`src/core/ompl_pkg.sv`:
```
package ompl_pkg;
    // data space and field layout
    localparam int          OMPL_AW        = 12;     // data address width
    localparam int          OMPL_NPTR      = 3;      // number of pointers
    localparam int          OMPL_IDX_PTR   = 2;      // pointer used as index
    localparam int          OMPL_D_BIT     = 9;      // destination bit
    localparam int          OMPL_A_BIT     = 8;      // bank-select bit
    // opcode prefixes
    localparam logic [7:0]  OMPL_OP_ORLIT  = 8'h09;  // 0000 1001
    localparam logic [5:0]  OMPL_OP_ORFILE = 6'h04;  // 0001 00
    localparam logic [5:0]  OMPL_OP_MOVE_FILE_REGISTER   = 6'h14;  // 0101 00
    localparam logic [9:0]  OMPL_OP_LDPTR1 = 10'h3b8; // 1110 1110 00
    localparam logic [7:0]  OMPL_OP_LDPTR2 = 8'hf0;  // 1111 0000
    // addressing
    localparam logic [7:0]  OMPL_IDX_MAX   = 8'h5f;  // top of low access part
    localparam logic [3:0]  OMPL_ACC_LO    = 4'h0;   // bank of low access part
    localparam logic [3:0]  OMPL_ACC_HI    = 4'hf;   // bank of high access part
    localparam logic [1:0]  OMPL_SEL_BAD   = 2'h3;   // no such pointer
    // reset values
    localparam logic [7:0]  OMPL_W_RST     = 8'h00;  // accumulator
    localparam logic [11:0] OMPL_PTR_RST   = 12'h000; // pointers
    localparam logic [11:0] OMPL_ADDR_RST  = 12'h000; // memory address

    typedef enum logic [2:0] {
        OMPL_NOP, OMPL_ORLIT, OMPL_ORFILE, OMPL_MOVE_FILE_REGISTER, OMPL_LDPTR
    } ompl_op_t;

    typedef enum logic [1:0] {
        OMPL_Q1, OMPL_Q2, OMPL_Q3, OMPL_Q4
    } ompl_phase_t;

    typedef struct packed {
        ompl_op_t   op;        // operation
        logic       dest_file; // result back to the register
        logic       use_bank;  // bank selector addressing
        logic [7:0] f;         // register address field
        logic [1:0] sel;       // pointer select
        logic [7:0] lit;       // literal bits
    } ompl_dec_t;

    // opcode classification, shared by datapath and checks
    function automatic ompl_op_t ompl_classify(input logic [15:0] w);
        ompl_op_t op;
        op = OMPL_NOP;
        if (w[15:8] == OMPL_OP_ORLIT) begin
            op = OMPL_ORLIT;
        end else if (w[15:10] == OMPL_OP_ORFILE) begin
            op = OMPL_ORFILE;
        end else if (w[15:10] == OMPL_OP_MOVE_FILE_REGISTER) begin
            op = OMPL_MOVE_FILE_REGISTER;
        end else if (w[15:6] == OMPL_OP_LDPTR1 && w[5:4] != OMPL_SEL_BAD) begin
            op = OMPL_LDPTR;
        end
        return op;
    endfunction
endpackage

```
`src/core/ompl_addr_res.sv`:
```
`timescale 1ns/1ns
// turns the 8-bit register field into a 12-bit data address
module ompl_addr_res
    import ompl_pkg::*;
(
    input  wire logic [7:0]  f,        // register address field
    input  wire logic        use_bank, // 1: bank selector addressing
    input  wire logic        ext_en,   // extended set enabled
    input  wire logic [3:0]  bank_sel, // bank selector register
    input  wire logic [11:0] idx_base, // index pointer value
    output logic      [11:0] addr      // resolved address
);
    // whole field used, so 0..255 reach every byte of a bank
    always_comb begin
        if (use_bank) begin
            addr = {bank_sel, f};
        end else if (ext_en && f <= OMPL_IDX_MAX) begin
            // index wraps inside the 4 KiB space
            addr = 12'(idx_base + {4'h0, f});
        end else if (f <= OMPL_IDX_MAX) begin
            addr = {OMPL_ACC_LO, f};
        end else begin
            addr = {OMPL_ACC_HI, f};
        end
    end
endmodule

```
`src/core/ompl_exec.sv`:
```
`timescale 1ns/1ns
//
// How it works
// - OR literal into accumulator, set N Z
// - OR accumulator with register, d picks destination
// - a=0 access bank, a=1 selected bank
// - extended set, a=0, f<=95: indexed offset
// - two-word pointer load forms 12-bit literal
// - high nibble first Q4, low byte second Q4
// - move register to accumulator or itself, N Z
// - field reaches all 256 bank bytes
module ompl_exec
    import ompl_pkg::*;
(
    input  wire logic                  clk_sys,    // 10 MHz core clock
    input  wire logic                  srst,       // sync reset, high
    input  wire logic [15:0]           instr_word, // word sampled in Q1
    input  wire logic                  ext_en,     // extended set enabled
    input  wire logic [3:0]            bank_sel,   // bank selector register
    input  wire logic [7:0]            mem_rdata,  // data memory read data
    output logic                       instr_take, // word taken this cycle
    output logic [OMPL_AW-1:0]         mem_addr,   // data memory address
    output logic [7:0]                 mem_wdata,  // data memory write data
    output logic                       mem_we,     // write strobe, Q4
    output logic [7:0]                 acc,        // working accumulator
    output logic                       flag_n,     // negative flag
    output logic                       flag_z,     // zero flag
    output logic [OMPL_NPTR-1:0][11:0] ptr         // indirect pointers
);
    ompl_phase_t               ph_q,     ph_d;     // quarter-cycle phase
    ompl_dec_t                 dec_q,    dec_d;    // decoded instruction
    ompl_dec_t                 dec_now;            // decode of instr_word
    logic                      second_q, second_d; // low word expected
    logic                      lo_q,     lo_d;     // executing low word
    logic [OMPL_AW-1:0]        addr_q,   addr_d;   // operand address
    logic [OMPL_AW-1:0]        res_addr;           // resolver output
    logic [7:0]                opnd_q,   opnd_d;   // fetched operand
    logic [7:0]                res_q,    res_d;    // processed result
    logic [7:0]                w_q,      w_d;      // accumulator
    logic                      n_q,      n_d;      // negative flag
    logic                      z_q,      z_d;      // zero flag
    logic                      we_q,     we_d;     // write strobe
    logic [7:0]                wdat_q,   wdat_d;   // write data
    logic [OMPL_NPTR-1:0][11:0] ptr_q,   ptr_d;    // pointers

    // field split of the incoming word
    always_comb begin
        dec_now.op        = ompl_classify(instr_word);
        dec_now.dest_file = instr_word[OMPL_D_BIT];
        dec_now.use_bank  = instr_word[OMPL_A_BIT];
        dec_now.f         = instr_word[7:0];
        dec_now.sel       = instr_word[5:4];
        dec_now.lit       = instr_word[7:0];
    end

    // address resolved straight from the word so it is ready in Q2
    ompl_addr_res u_res (
        .f        (dec_now.f),
        .use_bank (dec_now.use_bank),
        .ext_en   (ext_en),
        .bank_sel (bank_sel),
        .idx_base (ptr_q[OMPL_IDX_PTR]),
        .addr     (res_addr)
    );

    // next-state logic for the whole execution pipeline
    always_comb begin
        ph_d     = ph_q;
        dec_d    = dec_q;
        second_d = second_q;
        lo_d     = lo_q;
        addr_d   = addr_q;
        opnd_d   = opnd_q;
        res_d    = res_q;
        w_d      = w_q;
        n_d      = n_q;
        z_d      = z_q;
        we_d     = we_q;
        wdat_d   = wdat_q;
        ptr_d    = ptr_q;
        case (ph_q)
            OMPL_Q1: begin
                ph_d = OMPL_Q2;
                if (second_q) begin
                    // second word: only a proper tail completes the load
                    dec_d.lit = instr_word[7:0];
                    dec_d.op  = (instr_word[15:8] == OMPL_OP_LDPTR2) ?
                                OMPL_LDPTR : OMPL_NOP;
                    second_d  = 1'b0;
                    lo_d      = 1'b1;
                end else begin
                    dec_d  = dec_now;
                    lo_d   = 1'b0;
                    addr_d = res_addr;
                end
            end
            OMPL_Q2: begin
                ph_d = OMPL_Q3;
                // literal ops never touch memory
                if (dec_q.op == OMPL_ORLIT) begin
                    opnd_d = dec_q.lit;
                end else begin
                    opnd_d = mem_rdata;
                end
            end
            OMPL_Q3: begin
                ph_d = OMPL_Q4;
                if (dec_q.op == OMPL_MOVE_FILE_REGISTER) begin
                    res_d = opnd_q;
                end else begin
                    res_d = w_q | opnd_q;
                end
                // register destination is strobed for the whole of Q4
                we_d   = (dec_q.op == OMPL_ORFILE || dec_q.op == OMPL_MOVE_FILE_REGISTER)
                         && dec_q.dest_file;
                wdat_d = (dec_q.op == OMPL_MOVE_FILE_REGISTER) ? opnd_q : (w_q | opnd_q);
            end
            OMPL_Q4: begin
                ph_d = OMPL_Q1;
                we_d = 1'b0;
                case (dec_q.op)
                    OMPL_ORLIT, OMPL_ORFILE, OMPL_MOVE_FILE_REGISTER: begin
                        n_d = res_q[7];
                        z_d = (res_q == 8'h00);
                        if (dec_q.op == OMPL_ORLIT || !dec_q.dest_file) begin
                            w_d = res_q;
                        end
                    end
                    OMPL_LDPTR: begin
                        // flags are left alone by the pointer load
                        if (lo_q) begin
                            ptr_d[dec_q.sel][7:0] = dec_q.lit;
                        end else begin
                            ptr_d[dec_q.sel][11:8] = dec_q.lit[3:0];
                            second_d = 1'b1;
                        end
                    end
                    default: begin
                        w_d = w_q;
                    end
                endcase
            end
            default: begin
                ph_d = OMPL_Q1;
            end
        endcase
    end

    // state registers
    always_ff @(posedge clk_sys) begin
        if (srst) begin
            ph_q     <= OMPL_Q1;
            dec_q    <= '0;
            second_q <= 1'b0;
            lo_q     <= 1'b0;
            addr_q   <= OMPL_ADDR_RST;
            opnd_q   <= 8'h00;
            res_q    <= 8'h00;
            w_q      <= OMPL_W_RST;
            n_q      <= 1'b0;
            z_q      <= 1'b0;
            we_q     <= 1'b0;
            wdat_q   <= 8'h00;
            ptr_q    <= {OMPL_NPTR{OMPL_PTR_RST}};
        end else begin
            ph_q     <= ph_d;
            dec_q    <= dec_d;
            second_q <= second_d;
            lo_q     <= lo_d;
            addr_q   <= addr_d;
            opnd_q   <= opnd_d;
            res_q    <= res_d;
            w_q      <= w_d;
            n_q      <= n_d;
            z_q      <= z_d;
            we_q     <= we_d;
            wdat_q   <= wdat_d;
            ptr_q    <= ptr_d;
        end
    end

    // outputs straight from flops, take is the Q1 phase decode held low during srst
    assign instr_take = (ph_q == OMPL_Q1) && !srst;
    assign mem_addr   = addr_q;
    assign mem_wdata  = wdat_q;
    assign mem_we     = we_q;
    assign acc        = w_q;
    assign flag_n     = n_q;
    assign flag_z     = z_q;
    assign ptr        = ptr_q;

    logic first_q1; // fresh one-word decode in this Q1
    assign first_q1 = (ph_q == OMPL_Q1) && !second_q;
endmodule

```
`config.mk`:
```
export PLATFORM = sky130hd
export DESIGN_NAME = ompl_exec
export DESIGN_NICKNAME = d
export VERILOG_FILES = /design/src/core/ompl_pkg.sv /design/src/core/ompl_addr_res.sv /design/src/core/ompl_exec.sv
export SDC_FILE = /design/constraint.sdc
export NUM_CORES = 1
export LEC_CHECK = 0
export BUFFER_PORTS_ARGS = -buffer_cell sky130_fd_sc_hd__buf_2
export CAP_MARGIN = 15
export CORE_UTILIZATION = 48
export DETAILED_ROUTE_END_ITERATION = 7
export GPL_TIMING_DRIVEN = 0
export PLACE_DENSITY = 0.75
export SYNTH_ARGS = -nofsm -noshare
export SYNTH_HDL_FRONTEND = slang
export SYNTH_SLANG_ARGS = --single-unit
```
`constraint.sdc`:
```
create_clock -name clk_sys -period 2.1 [get_ports clk_sys]
set_clock_uncertainty 0.1 [all_clocks]
set_input_delay 0 -clock clk_sys [delete_from_list [all_inputs] [get_ports clk_sys]]
set_output_delay 0 -clock clk_sys [all_outputs]
set_load 0.03 [all_outputs]
```
---- Word-level counts from Yosys, hierarchy flattened ----
Index checks and enable logic that the tools add are counted.
cells by class
  add/sub/neg operators ................... 1
  $lt $le $gt $ge ......................... 3
  eq/ne operators ......................... 15
  mux-type cells .......................... 24
  bitwise operators ....................... 2
  reductions and logical operators ........ 19
operators with widths
  operator              number
  $bwmux 36             2
  $demux 12 s2          2
  $mux 12               4
  $mux 36               1
  $mux 8                3
  $mux 3                6
  $add 12x8->12         1
  $eq 10x10->1 const B  1
  $eq 8x4->1 const B    1
  $eq 8x8->1 const B    1
  $le 8x7->1 const B    1
  $logic_not 8->1       1
  $or 8x8->8            1
  $pmux 2 s4            1
  $eq 3x2->1 const B    2
  $eq 6x3->1 const B    1
  $eq 6x5->1 const B    1
  $ne 2x2->1 const B    3
  $reduce_and 2->1      3
  $reduce_and 3->1      2
  $logic_and 1x1->1     5
  $eq 2x2->1 const B    2
  $pmux 1 s2            2
  $reduce_bool 2->1     2
  11 further kinds      15
word-level totals
  register bits ........................... 93
  input port bits ......................... 31
  output and inout bits ................... 68
  logic and storage cells ................. 81

---- Longest topological paths before layout ----
  depth after elaboration ................. 7
  mapped depth ............................ 8
  mapped depth without buffers ............ 8

---- Modules after synthesis ----
A second synthesis with hierarchy kept.
unflattened totals
  cells, all modules ...................... 466
  area total of the unflattened synthesis .. 4,286.6 um^2
by module, submodules not included
  module         times used  cells each  area an instance (um^2)  seq. area each (um^2)
  ompl_exec      1           377         3,671.0                  1,861.8
  ompl_addr_res  1           89          615.6                    0.0

---- Worst setup path before layout ----
OpenSTA, ideal clock, no wires.
  path type ............................... reg2reg
  start point ............................. register ptr_q, in the netlist ptr[24]
  end point ............................... register addr_q[10] (netlist: mem_addr[10])
  library setup time ...................... 0.063 ns
  data arrival time ....................... 2.291 ns
  required time ........................... 1.937 ns
  path slack .............................. -0.354 ns
  cell stages (with the launch flop) ...... 9
  buffers on the path ..................... 0
  clock period less this slack ............ 2.454 ns
  path through ............................ dfxtp_1 -> ha_1 -> inv_1 -> fa_1 -> nand2b_1 -> a211oi_2 -> a31oi_1 -> or4b_1 -> nand3_1
on the way
  word-level cells in the longest chain between the ends .. 3
ends and longest elaborated chain
  what                      line                 text
  start: declaration        ompl_exec.sv:44      logic [OMPL_NPTR-1:0][11:0] ptr_q, ptr_d;
  start signal: assignment  ompl_exec.sv:164     ptr_q <= {OMPL_NPTR{OMPL_PTR_RST}};
  start signal: assignment  ompl_exec.sv:178     ptr_q <= ptr_d;
  $add 12x8->12             ompl_addr_res.sv:19  addr = 12'(idx_base + {4'h0, f});
  $mux 12                   ompl_addr_res.sv:17  end else if (ext_en && f <= OMPL_IDX_MAX) begin
  $mux 12                   ompl_addr_res.sv:15  if (use_bank) begin
  end signal: assignment    ompl_exec.sv:170     addr_q <= addr_d;
  end: declaration          ompl_exec.sv:35      logic [OMPL_AW-1:0] addr_q, addr_d;
Every way passes these cells.
A chain may end at the register's enable or synchronous reset.

---- Worst setup path in the final report ----
Ends and elaborated chain as after synthesis.

==> impl_results.md <==
- Outcome: complete, but fails checks
- Failing checks: setup timing
- Worst hold-check path type: primary input to register
- Initial antenna violation count: 0
- Drt total wl: 11200 µm
- Filler cells: 701
- Register area share after synthesis: 0.447
- WP data arrival: 2400 ps
- TritonCTS Sinks: 93
- Total grt overflow: 0
- Simple-gate share of the synthesized area: 0.190
- Sequence of cells on the critical path: ha_4, inv_2, fa_2, nand2b_4, a211oi_4, a31oi_4, or4b_1, nand3_2
- Top layer in use: met4
- # setup viols final: 1
- Row cnt: 33
- Leak: 2.44 nW
- YS warnings: 0
- Core footprint: 0.00830 mm²
- VDD IR max: 0.369 mV
- Crit path largest cell delay: 510 ps
- Routed wl met3: 565 µm
- Period Utilization, post-route: 1.05
- Worst-margin pin slew: 675 ps
- P per Cell Area: 667 mW/mm²
- Reg power frac: 0.536
- Die Span Y: 95.2 µm
- Share of total power in the clock network: 0.302
- Largest net degree at the start of global routing: 17
- Largest family of logic cells by synthesized area: simple AND/OR/NAND/NOR gates
- Met1 WL: 5100 µm
- Layout cells sized above 1: 0.228
- First-pass GRT wire length: 17500 µm
- First drt pass iteration count: 5
- Die Footprint: 0.00906 mm²
- Syn Inst Count: 461
- Area growth from synthesis to layout: 27.7%
- Hold WS: 25.9 ps
- Sw Share: 0.298
- Clock Path Buffers: 2
- Drc violations: 0
- Reg clk slew, reported paths: 90 ps
- Routed wire per std cell: 15.8 µm
- Diodes inserted: 0
- Combinational share of power: 0.161
- Overall power: 0.00355 W
- Number of distinct library cells after synthesis: 49
- PortBufs: 96
- Most common cell after layout, fill and taps aside: buf_2
- Crit path kind: register to register
- Worst setup EP type: register
- Nets: 643
- Vias: 3820
- CTS root buf: clkbuf_8
- Prevailing post-synth register cell: dfxtp_1
- CTS tree: built
- Post-synth net total: 505
- Post-Syn Area: 0.00417 mm²
- Highest Clock Rate: 455 MHz
- Initial drt markers: 186
- Worst EP required: 2300 ps
- DP Wirelength: 7940 µm
- Core Util, Final: 0.641
- Post-synth EDFFs: 0
- Internal power: 0.00249 W
- Die W: 95.2 µm
- Routability cong.: 0.882
- Vias in the first global route: 3609
- Critical path's slowest cell: or4b_1
- Post-synthesis adder-cell area fraction: 0.0408
- Ports: 99
- Total Routing Usage GR: 0.252
- P_sw: 0.00106 W
- Syn Area/Cell: 9.04 µm²
- Relative slew slack: 0.550
- Synthesized flop and latch total: 93
- Post-detailed-route via-to-cell ratio: 5.39
- Unrepaired setup endpoints after global routing: true
- Most frequent cells in the layout: buf_2 (101), nor2_1 (92), dfxtp_1 (91)
- Worst skew pair latency: 350 ps
- XOR/XNOR Fraction of Synth Area: 0.0105
- Htree depth: 3
- Mux cell area share after synthesis: 0.151
- Crit start category: register
- Post-route ant nets: 0
- Fin. Hold Viols: 0
- Synth Area in Compound Gates: 0.124
- Total CTS buffers: 9
- Initial Util: 0.502
- Tmin final: 2200 ps
- Slew Viols, Final: 0
- Metal2 WL: 5400 µm
- MaxCap Viol Count: 0
- Setup ws final: -96.7 ps
- FFs w/ async S/R, synth: 0
- Worst-path fanout max: 3
## synthesized netlist by cell type (2+ instances only)
cell type | count | area (µm²)
a211oi_1 | 19 | 143
a21o_1 | 2 | 15.0
a21oi_1 | 27 | 135
a311oi_1 | 3 | 26.3
a31oi_1 | 3 | 18.8
buf_1 | 7 | 26.3
buf_2 | 5 | 25.0
clkbuf_1 | 17 | 63.8
dfxtp_1 | 93 | 1860
ha_1 | 12 | 150
inv_1 | 9 | 33.8
mux2i_1 | 63 | 631
nand2_1 | 30 | 113
nand2b_1 | 6 | 37.5
nand3_1 | 7 | 35.0
nand3b_1 | 5 | 37.5
nand4b_1 | 2 | 17.5
nor2_1 | 92 | 345
nor2b_1 | 2 | 12.5
nor3_1 | 6 | 30.0
nor3b_2 | 2 | 25.0
nor4_1 | 3 | 18.8
o2111ai_1 | 2 | 17.5
o211ai_1 | 4 | 30.0
o21ai_0 | 9 | 45.0
or3_1 | 3 | 18.8
or4_1 | 2 | 15.0
or4b_1 | 2 | 20.0
xor2_1 | 4 | 35.0
## layout make-up
class                      instances  area, µm²  share of cell area
clock buffer                       9        124              0.0233
inverter                          10       37.5             0.00706
tap                              105        131              0.0247
buffer                            29        119              0.0223
multi-input combinational        329       2210               0.415
timing repair buffer             127        783               0.147
sequential                        93       1870               0.351
clock inverter                     7       50.0             0.00941
## worst paths after layout
kind,start,to,slack [ps],cells after the start
worst max-delay path,ptr[24]$_SDFFE_PP0P_,mem_addr[10]$_SDFFE_PP0P_,-100,8
worst min-delay path,instr_word[0],mem_addr[0]$_SDFFE_PP0P_,30,4
worst max register to register,ptr[24]$_SDFFE_PP0P_,mem_addr[10]$_SDFFE_PP0P_,-100,8
worst min register to register,flag_z$_SDFFE_PP0P_,flag_z$_SDFFE_PP0P_,370,2
## per-stage QoR
step / std cells / setup slack [ps] / setup TNS (ps) / instance area (µm²)
floorplan: 461 / -61.7 / -61.7 / 4190
global placement: 662 / -132 / -132 / 4810
detailed placement: 662 / -188 / -188 / 4810
CTS: 709 / -65.9 / -65.9 / 5310
global route: 709 / -128 / -128 / 5320
finish: 709 / -96.7 / -96.7 / 5320
## layer usage
layer / track usage / vias up
met2: 0.416 / 115
met1: 0.332 / 1796
met3: 0.0415 / 15
met5: 0 / -
met4: 0.0884 / 0
li1: - / 1894
## what timing repair did
| item | in CTS | in global routing |
|---|---|---|
| setup buffers | 3 | 0 |
| endpoints found under the setup margin | 3 | 5 |
| hold buffers | 28 | 0 |
| pin swaps | 2 | 0 |
| resized for setup | 5 | 5 |
| endpoints found under the hold margin | 32 | 0 |
## power by group through the flow
stage	logic [W]	registers, W	clock network (W)
after floorplan	0.000285	0.00200	0
after global placement	0.000507	0.00194	0
after detailed placement	0.000515	0.00194	0
after CTS	0.000559	0.00190	0.00109
after global routing	0.000624	0.00191	0.00118
final	0.000572	0.00190	0.00107
## registers in the layout (all words and copies together), names as in the netlist
| name | count |
|---|---|
| ph_q | 2 |
| dec_q | 14 |
| flag_n | 1 |
| ptr | 36 |
| flag_z | 1 |
| mem_we | 1 |
| acc | 8 |
| mem_addr | 12 |
| opnd_q | 8 |
| mem_wdata | 8 |
| second_q | 1 |
| lo_q | 1 |
## worst max-delay path, delay by kind of cell (launching register included)
kind / cells / cell delay (ps)
buffers and inverters: 1 / 40
AND/OR/NAND/NOR: 3 / 760
AO/OA/AOI/OAI: 2 / 400
flip-flops: 1 / 380
adder cells (fa/ha/maj): 2 / 480
## cells by family (layout without fill, tap and decap cells)
group / Yosys count / in the layout
simple gates: 170 / 170
flops: 93 / 93
buf+inv: 39 / 182
fa+ha+maj: 13 / 13
xor+xnor: 5 / 5
compound gates: 78 / 78
mux: 63 / 63
Power figures use the tool's default switching activity.
